[src/bst_pkg.sv]
// Package with the encodings, reset values and pin bundle of the boundary-scan test port.
package bst_pkg;

  // ==========================================================================
  // Widths and instruction codes
  // ==========================================================================
  localparam int BST_IR_W = 4;
  localparam int BST_DR_W = 32;
  localparam logic [BST_IR_W-1:0] BST_INSTR_IDCODE = 4'h1;
  localparam logic [BST_IR_W-1:0] BST_INSTR_BYPASS = 4'hF;
  // Fixed pattern loaded into the instruction shifter when it captures.
  localparam logic [BST_IR_W-1:0] BST_IR_CAPTURE = 4'h1;
  // Identification word; the value is arbitrary. Bit 0 must stay one.
  localparam logic [BST_DR_W-1:0] BST_IDCODE_DEFAULT = 32'h0A5C_3E01;
  localparam int BST_SYNC_STAGES = 2;

  // ==========================================================================
  // Controller states
  // ==========================================================================
  typedef enum logic [3:0] {
    ST_RESET      = 4'h0,
    ST_IDLE       = 4'h1,
    ST_SEL_DR     = 4'h2,
    ST_CAPTURE_DR = 4'h3,
    ST_SHIFT_DR   = 4'h4,
    ST_EXIT1_DR   = 4'h5,
    ST_PAUSE_DR   = 4'h6,
    ST_EXIT2_DR   = 4'h7,
    ST_UPDATE_DR  = 4'h8,
    ST_SEL_IR     = 4'h9,
    ST_CAPTURE_IR = 4'hA,
    ST_SHIFT_IR   = 4'hB,
    ST_EXIT1_IR   = 4'hC,
    ST_PAUSE_IR   = 4'hD,
    ST_EXIT2_IR   = 4'hE,
    ST_UPDATE_IR  = 4'hF
  } bst_state_t;

  // ==========================================================================
  // Pin bundle from the external test controller
  // ==========================================================================
  typedef struct packed {
    logic trst_n;
    logic tck;
    logic tms;
    logic tdi;
  } bst_pins_t;

  localparam int BST_PINS_W = 4;
  // Value the synchroniser holds under reset: port in reset, TMS and TDI high.
  localparam bst_pins_t BST_PINS_IDLE = '{trst_n: 1'b0, tck: 1'b0, tms: 1'b1, tdi: 1'b1};

endpackage

[src/bst_tap.sv]
// Boundary-scan test access port oversampling the test clock with the system clock.
// ============================================================================
module bst_tap
  import bst_pkg::*;
#(
  parameter logic [BST_DR_W-1:0] IDCODE = BST_IDCODE_DEFAULT
) (
  input wire logic clock_i,
  input wire logic sys_rst_i,
  input wire logic clk_en_i,
  input wire logic tck_i,
  input wire logic tms_i,
  input wire logic tdi_i,
  input wire logic trst_n_i,
  output logic tdo_o,
  output logic tdo_oe_n_o,
  output logic tap_reset_o,
  output logic [BST_IR_W-1:0] instr_o
);

  // ==========================================================================
  // Pin synchronisation and edge detection
  // ==========================================================================
  bst_pins_t pins_raw;
  bst_pins_t pins_s;
  logic tck_prev_reg;
  logic rise_w;
  logic fall_w;

  assign pins_raw = '{trst_n: trst_n_i, tck: tck_i, tms: tms_i, tdi: tdi_i};

  // The reset value of the synchroniser mirrors an unused port.
  bst_sync #(
    .WIDTH(BST_PINS_W),
    .INIT(BST_PINS_IDLE)
  ) u_sync (
    .clock_i(clock_i),
    .sys_rst_i(sys_rst_i),
    .clk_en_i(clk_en_i),
    .async_i(pins_raw),
    .sync_o(pins_s)
  );

  always_ff @(posedge clock_i) begin
    if (sys_rst_i) begin
      tck_prev_reg <= 1'b0;
    end else if (clk_en_i) begin
      tck_prev_reg <= pins_s.tck;
    end
  end

  // TMS and TDI travel in the same synchroniser as TCK, so the values seen
  // at a detected rise are those present at the pin edge.
  assign rise_w = clk_en_i && pins_s.tck && !tck_prev_reg;
  assign fall_w = clk_en_i && !pins_s.tck && tck_prev_reg;

  // ==========================================================================
  // Controller state machine
  // ==========================================================================
  function automatic bst_state_t tap_step(input bst_state_t s, input logic tms);
    bst_state_t n;
    n = s;
    unique case (s)
      ST_RESET:      n = tms ? ST_RESET : ST_IDLE;
      ST_IDLE:       n = tms ? ST_SEL_DR : ST_IDLE;
      ST_SEL_DR:     n = tms ? ST_SEL_IR : ST_CAPTURE_DR;
      ST_CAPTURE_DR: n = tms ? ST_EXIT1_DR : ST_SHIFT_DR;
      ST_SHIFT_DR:   n = tms ? ST_EXIT1_DR : ST_SHIFT_DR;
      ST_EXIT1_DR:   n = tms ? ST_UPDATE_DR : ST_PAUSE_DR;
      ST_PAUSE_DR:   n = tms ? ST_EXIT2_DR : ST_PAUSE_DR;
      ST_EXIT2_DR:   n = tms ? ST_UPDATE_DR : ST_SHIFT_DR;
      ST_UPDATE_DR:  n = tms ? ST_SEL_DR : ST_IDLE;
      ST_SEL_IR:     n = tms ? ST_RESET : ST_CAPTURE_IR;
      ST_CAPTURE_IR: n = tms ? ST_EXIT1_IR : ST_SHIFT_IR;
      ST_SHIFT_IR:   n = tms ? ST_EXIT1_IR : ST_SHIFT_IR;
      ST_EXIT1_IR:   n = tms ? ST_UPDATE_IR : ST_PAUSE_IR;
      ST_PAUSE_IR:   n = tms ? ST_EXIT2_IR : ST_PAUSE_IR;
      ST_EXIT2_IR:   n = tms ? ST_UPDATE_IR : ST_SHIFT_IR;
      ST_UPDATE_IR:  n = tms ? ST_SEL_DR : ST_IDLE;
    endcase
    return n;
  endfunction

  bst_state_t state_reg;
  bst_state_t state_next;
  logic port_rst_w;

  assign port_rst_w = !pins_s.trst_n;
  assign state_next = tap_step(state_reg, pins_s.tms);

  // Between test clock rises only the test reset or the system reset moves the state, so a stopped clock keeps it.
  always_ff @(posedge clock_i) begin
    if (sys_rst_i) begin
      state_reg <= ST_RESET;
    end else if (clk_en_i && port_rst_w) begin
      state_reg <= ST_RESET;
    end else if (rise_w) begin
      state_reg <= state_next;
    end
  end

  // ==========================================================================
  // Instruction and data registers
  // ==========================================================================
  logic [BST_IR_W-1:0] ir_sh_reg;
  logic [BST_IR_W-1:0] ir_reg;
  logic [BST_DR_W-1:0] dr_reg;
  logic bypass_w;
  logic in_reset_w;

  assign bypass_w = (ir_reg != BST_INSTR_IDCODE);
  // Entering reset through mode select clears the registers on that same rise.
  // Otherwise they would move a cycle later while the test clock stands still.
  assign in_reset_w = port_rst_w || (state_reg == ST_RESET) ||
                      (rise_w && state_next == ST_RESET);

  always_ff @(posedge clock_i) begin
    if (sys_rst_i) begin
      ir_reg <= BST_INSTR_IDCODE;
      ir_sh_reg <= BST_IR_CAPTURE;
    end else if (clk_en_i && in_reset_w) begin
      ir_reg <= BST_INSTR_IDCODE;
      ir_sh_reg <= BST_IR_CAPTURE;
    end else if (rise_w) begin
      unique case (state_reg)
        ST_CAPTURE_IR: ir_sh_reg <= BST_IR_CAPTURE;
        ST_SHIFT_IR:   ir_sh_reg <= {pins_s.tdi, ir_sh_reg[BST_IR_W-1:1]};
        ST_UPDATE_IR:  ir_reg <= ir_sh_reg;
        default:       ir_sh_reg <= ir_sh_reg;
      endcase
    end
  end

  // Unknown instructions select the one-bit bypass path.
  always_ff @(posedge clock_i) begin
    if (sys_rst_i) begin
      dr_reg <= '0;
    end else if (clk_en_i && in_reset_w) begin
      dr_reg <= '0;
    end else if (rise_w && state_reg == ST_CAPTURE_DR) begin
      dr_reg <= bypass_w ? '0 : IDCODE;
    end else if (rise_w && state_reg == ST_SHIFT_DR) begin
      if (bypass_w) begin
        dr_reg <= {{(BST_DR_W-1){1'b0}}, pins_s.tdi};
      end else begin
        dr_reg <= {pins_s.tdi, dr_reg[BST_DR_W-1:1]};
      end
    end
  end

  // ==========================================================================
  // Serial output, launched on the falling edge
  // ==========================================================================
  logic shifting_w;
  logic tdo_reg;
  logic tdo_oe_n_reg;

  assign shifting_w = (state_reg == ST_SHIFT_DR) || (state_reg == ST_SHIFT_IR);

  always_ff @(posedge clock_i) begin
    if (sys_rst_i) begin
      tdo_reg <= 1'b0;
      tdo_oe_n_reg <= 1'b1;
    end else if (clk_en_i && port_rst_w) begin
      tdo_oe_n_reg <= 1'b1;
    end else if (fall_w) begin
      tdo_reg <= (state_reg == ST_SHIFT_IR) ? ir_sh_reg[0] : dr_reg[0];
      tdo_oe_n_reg <= !shifting_w;
    end
  end

  assign tdo_o = tdo_reg;
  assign tdo_oe_n_o = tdo_oe_n_reg;
  assign tap_reset_o = (state_reg == ST_RESET);
  assign instr_o = ir_reg;
endmodule

[src/bst_sync.sv]
// Two-stage synchroniser for the test port pins, frozen by the clock enable.
module bst_sync
  import bst_pkg::*;
#(
  parameter int WIDTH = BST_PINS_W,
  parameter logic [WIDTH-1:0] INIT = '0
) (
  input wire logic clock_i,
  input wire logic sys_rst_i,
  input wire logic clk_en_i,
  input wire logic [WIDTH-1:0] async_i,
  output logic [WIDTH-1:0] sync_o
);

  logic [WIDTH-1:0] meta_reg;
  logic [WIDTH-1:0] sync_reg;

  // The first stage feeds only the second one.
  always_ff @(posedge clock_i) begin
    if (sys_rst_i) begin
      meta_reg <= INIT;
      sync_reg <= INIT;
    end else if (clk_en_i) begin
      meta_reg <= async_i;
      sync_reg <= meta_reg;
    end
  end

  assign sync_o = sync_reg;

endmodule

[config.mk]
export PLATFORM = sky130hd
export DESIGN_NAME = bst_tap
export DESIGN_NICKNAME = d
export VERILOG_FILES = /design/src/bst_pkg.sv /design/src/bst_tap.sv /design/src/bst_sync.sv
export SDC_FILE = /design/constraint.sdc
export NUM_CORES = 1
export LEC_CHECK = 0
export BUFFER_PORTS_ARGS = -buffer_cell sky130_fd_sc_hd__buf_2
export CAP_MARGIN = 20
export CORE_MARGIN = 2
export CORE_UTILIZATION = 60
export DETAILED_ROUTE_END_ITERATION = 12
export PLACE_DENSITY = 0.79
export RECOVER_POWER = 25
export SKIP_CTS_REPAIR_TIMING = 1
export SYNTH_ARGS = -nofsm -noshare
export SYNTH_HDL_FRONTEND = slang
export SYNTH_SLANG_ARGS = --single-unit
[constraint.sdc]
create_clock -name clock_i -period 2.6 [get_ports clock_i]
set_input_delay 0.13 -clock clock_i [delete_from_list [all_inputs] [get_ports clock_i]]
set_output_delay 0.13 -clock clock_i [all_outputs]
set_load 0.01 [all_outputs]
==> results of run 1 <==
-- Yosys cell counts (all sizes together) (2+ instances only) --
master  count
xor2        2
a22oi      20
nor3b       2
or3b        2
nand3       8
nor3        3
clkbuf      8
dfxtp      55
o211ai     13
mux2i      14
buf        17
nand3b      3
a211o       2
a21oi      20
a21o        2
nor4        2
a31oi       2
nor2b       4
inv         6
a211oi      4
nand2      23
nor2       30
o21ai       7
-- placed cells by master (no fill, tap or decap), types with 2 or more instances in the layout --
master     count
a211oi_1       3
a21oi_1       20
a22oi_1       18
a22oi_2        2
a31oi_1        2
buf_2          7
buf_4          5
bufinv_16      2
clkbuf_1       7
clkbuf_8       5
dfxtp_1       55
inv_1          6
mux2i_1       14
nand2_1       23
nand3_1        8
nand3b_1       3
nor2_1        30
nor2b_1        4
nor3_1         2
o211ai_1      13
o21ai_0        7
xor2_1         2
-- final timing paths --
kind,start,to,depth (start not counted)
worst max register to register,state_reg[0],dr_reg[18],5
worst max-delay path,state_reg[0],dr_reg[18],5
worst min-delay path,tms_i,u_sync.meta_reg[1],3
worst min register to register,dr_reg[20],dr_reg[20],2
-- power by group through the flow --
stage               clock, mW  combinational (mW)  sequential, mW
floorplan                   0              0.0419           0.872
global placement            0              0.0489           0.877
detailed placement          0              0.0496           0.877
CTS                     0.661              0.0498           0.857
global route            0.693              0.0554           0.859
finish                  0.646              0.0494           0.857
-- routing by layer --
metal | track usage, % | vias to the layer above | part of all wire [%]
li1 | - | 948 | -
met1 | 27.3 | 857 | 49
met2 | 30.6 | 23 | 47
met3 | 5.00 | 4 | 2.8
met4 | 5.36 | 0 | 1.1
met5 | 0 | - | 0
-- area by class of cell --
type	instances	area [um^2]
fillers	327	1370
clock buffers	6	72.6
well taps	50	62.6
inverters	6	22.5
clock inverters	2	60.1
flip-flops and latches	55	1100
multi-input cells	178	1140
repair buffers	19	115
-- tightest hold or removal path, delay by kind of cell --
| kind | cells | cell delay (ps) |
|---|---|---|
| multiplexers | 1 | 60 |
| AND/OR/NAND/NOR | 1 | 60 |
| buffers and inverters | 1 | 80 |
-- cell families (layout without fill, tap and decap cells) --
group	after synthesis	count (layout)	synth area share, %
compound gates	77	77	22.7
simple gates	84	84	17.4
mux	15	15	6.29
buf+inv	31	33	7.17
xor+xnor	2	2	0.727
flops	55	55	45.7
==> results.cfg, run 1 <==
[status]
status = complete, no violations

[clock_network]
cts_buffer_depth = 2
cts_buffers = 5
cts_tree = built
cts_root_buffer = clkbuf_8
clk_pin_slew_ps = 100
cts_sinks = 55
clock_latency_ps = 300
htreeDepth = 2

[critical_path]
worstSetupPathType = flop to flop
crit_chain = or3b_4 > a211oi_2 > buf_4 > o211ai_1 > a21oi_1
slowest_stage = dfxtp_1
r2r_setup_slack_ps = 660
cp.buffers_inverters = 1
cp.arrival_ps = 2180
cp-start-kind = flop
cp_max_fo = 18
end_kind = flop
max_stage_delay_ps = 490
crit_family = compound AO/OA/AOI/OAI gates
required_ps = 2840

[die]
ios = 14
dieHeight_um = 67.4
dieArea_mm2 = 0.00454
die-width_um = 67.4
core-area_mm2 = 0.00394
rows = 23
initial_core_util_pct = 61.1

[power_and_ir_drop]
power.total_mw = 1.55
intPower_mw = 1.25
peakVddDrop_uv = 403
clkPwrFrac_pct = 41.6
leakage_nw = 0.870
netSwitchingFraction_pct = 19.3
seqPwrFrac_pct = 55.2
p_switching_mw = 0.299
comb_power_share_pct = 3.2
powerDensity_mw_per_mm2 = 603

[placed_design]
io_buffers = 13
gp_congestion = 0.757
dpl_cell_area_mm2 = 0.00245
dp_slack_ps = 682
placed_cells = 308
dpl.hpwl_um = 2700

[timing]
fin_crit_ps = 1940
min_period_over_period_pct = 74.5
fin_skew_ps = 10.2
hold_viol = 0
max_freq_mhz = 516
rsz0062_at_grt = no
final.setup.tns_ps = 0
holdWs_ps = 38.9
slew_viol_final = 0
setup_viol = 0
tightest_slew_ps = 706
setup_ws_ps = 662
slew_headroom_pct = 52.9

[grt]
grt_pass1_wl_um = 6930
gr-total-overflow = 0
grt_pass1_vias = 1557
grtUsageTotal_pct = 19.7
antenna_found_initial = 0
grt_max_degree = 41

[final_layout]
area_growth_pct = 6.91
final_nets = 272
largest_reg_flops = 32
fin_util_pct = 65.3
diodes = 0
fin_cells = 316
drive_gt1_share_pct = 12.4
fin_area_mm2 = 0.00257

[synthesis]
synth.distinct_cells = 48
async_flop_share_pct = 0
netlist_instances = 264
syn-cell-area_mm2 = 0.00241
synth_area_leaders = dfxtp_1 46%, mux2i_1 5.8%, a22oi_1 5.6%, nor2_1 4.7%, a21oi_1 4.2%
synth_area_leader_cell = dfxtp_1
synth_top_flop_cell = dfxtp_1
avgSynthCellArea_um2 = 9.12
netlist.area_leader.share_pct = 45.7
synth-seq-cells = 55
synth_warnings = 0
syn-num-nets = 271
synth.yosys.seq_area_share_pct = 45.7
synth_edf_count = 0

[flow_run]
cap_viol_max_count = 0

[detailed_routing]
dr_total_vias = 1832
drt_iter0_drc = 171
routed_wirelength_um = 4150
drcViolationCount = 0
firstDrtPassIters = 4
routedWlPerCell_um = 13.1
ant_nets = 0
viasPerCell = 5.80

[min_path]
min_path_type = primary input to flop
No activity file was read; power rests on OpenSTA's default activity.
==> inputs of run 2 (changes only) <==
--- a/config.mk
+++ b/config.mk
@@ -8,9 +8,9 @@
 export BUFFER_PORTS_ARGS = -buffer_cell sky130_fd_sc_hd__buf_2
 export CAP_MARGIN = 20
 export CORE_MARGIN = 2
-export CORE_UTILIZATION = 60
+export CORE_UTILIZATION = 59
 export DETAILED_ROUTE_END_ITERATION = 12
-export PLACE_DENSITY = 0.79
+export PLACE_DENSITY = 0.78
 export RECOVER_POWER = 25
 export SKIP_CTS_REPAIR_TIMING = 1
 export SYNTH_ARGS = -nofsm -noshare
==> constraint.sdc (replaced) <==
create_clock -name clock_i -period 1.81 [get_ports clock_i]
set_input_delay 0.0905 -clock clock_i [delete_from_list [all_inputs] [get_ports clock_i]]
set_output_delay 0.0905 -clock clock_i [all_outputs]
set_load 0.01 [all_outputs]
==> run 2 against run 1 <==
Worst hold slack worse by 43 ps. Non-clock buffer count is 15 higher. The run now ends with negative hold slack left. Sequential power is 44% higher. Final cell count is 4.7% higher. Power is 39% higher. Design area is 4.4% higher. Fmax is 13% higher.
==> results.cfg, run 2 (synthesized netlist as in run 1, its figures left out) <==
[detailed_routing]
viasPerCell = 5.65
drcViolationCount = 0
routedWlPerCell_um = 13.1
routed_wirelength_um = 4350
dr_total_vias = 1870
ant_nets = 0
firstDrtPassIters = 4
drt_iter0_drc = 174

[die]
die-width_um = 67.9
ios = 14
initial_core_util_pct = 60.6
rows = 23
core-area_mm2 = 0.00397
dieArea_mm2 = 0.00461
dieHeight_um = 67.9

[min_path]
min_path_type = primary input to flop

[grt]
grt_max_degree = 33
grtUsageTotal_pct = 20.0
grt_pass1_vias = 1543
gr-total-overflow = 0
antenna_found_initial = 0
grt_pass1_wl_um = 7020

[timing]
tightest_slew_ps = 643
fin_crit_ps = 1710
setup_ws_ps = 97.1
final.setup.tns_ps = 0
slew_viol_final = 0
hold_viol = 1
min_period_over_period_pct = 94.6
slew_headroom_pct = 56.7
setup_viol = 0
rsz0062_at_grt = no
max_freq_mhz = 584
holdWs_ps = -4.60
fin_skew_ps = 7.81

[power_and_ir_drop]
peakVddDrop_uv = 584
leakage_nw = 0.945
powerDensity_mw_per_mm2 = 803
power.total_mw = 2.16

[status]
violations = negative hold slack
status = finished, violations left

[final_layout]
fillCellCount = 304
diodes = 0
final_nets = 287
largest_reg_flops = 32
area_growth_pct = 11.6
drive_gt1_share_pct = 17.8
layout_common_cells = 53 x dfxtp_1, 30 x nor2_1, 23 x nand2_1
layout_commonest_cell = dfxtp_1

[critical_path]
worstSetupPathType = flop to flop
cp.arrival_ps = 1910
required_ps = 2010
end_kind = flop
cp_max_fo = 24
r2r_setup_slack_ps = 100
cp-start-kind = flop

[clock_network]
cts_buffers = 5
clk_pin_slew_ps = 100
clock_latency_ps = 310
cts_buffer_depth = 2
htreeDepth = 2
cts_sinks = 55
cts_root_buffer = clkbuf_8
cts_tree = built

[flow_run]
cap_viol_max_count = 0

[placed_design]
dpl.hpwl_um = 2940
gp_congestion = 0.768
dp_slack_ps = 81.6
io_buffers = 13
==> run 2: changes by cell type in the layout (fill, tap and decap cells not counted) <==
| cell | change |
|---|---|
| buf_4 | +13 |
| bufinv_16 | -1 |
| inv_6 | +1 |
| dfxtp_1 | -2 |
| dfxtp_2 | +2 |
| clkbuf_8 | +1 |
| buf_12 | +1 |
==> run 2: report_power, final <==
part / total (mW) / internal, mW / switching, mW
sequential: 1.23 / 1.22 / 0.00779
clock: 0.846 / 0.455 / 0.391
combinational: 0.0862 / 0.0370 / 0.0491
==> run 2: through the flow <==
stage | cell area [um^2] | utilization [%] | hold slack [ps] | instances
2_1_floorplan | 2410 | - | 219 | 264
3_3_place_gp | 2570 | 64.8 | 308 | 323
3_5_place_dp | 2570 | 64.8 | 311 | 323
4_1_cts | 2700 | 67.9 | -12.2 | 331
5_1_grt | 2690 | 67.7 | 4.58 | 331
6_report | 2690 | 67.7 | -4.60 | 331
==> run 2: worst max-delay path: stages (launching register included) <==
cell and delay [ps]:
dfxtp_1 400, or3b_2 500, o311ai_1 240, a21o_2 230, buf_12 170, a21oi_1 60
==> run 2: metal layers <==
metal	part of all wire, %	track usage (%)	wire, um	vias to the layer above
met4	1.9	9.00	84	0
li1	-	-	-	974
met1	52	29.3	2250	863
met5	0	0	0	-
met2	44	28.7	1900	25
met3	2.6	3.45	115	8
==> run 2: final cells by class <==
cell class,instances,area [um^2],share of cell area (%)
clock buffer,6,82.6,3.07
sequential,55,1100,41.1
multi-input combinational,178,1140,42.5
timing repair buffer,34,236,8.80
inverter,6,22.5,0.838
tap,50,62.6,2.33
clock inverter,2,38.8,1.44
==> run 2: worst paths after layout <==
kind	start	endpoint	cells after the start
worst max-delay path	state_reg[1]	dr_reg[22]	5
worst min-delay path	tdi_i	u_sync.meta_reg[0]	3
worst max register to register	state_reg[1]	dr_reg[22]	5
worst min register to register	dr_reg[13]	dr_reg[13]	2
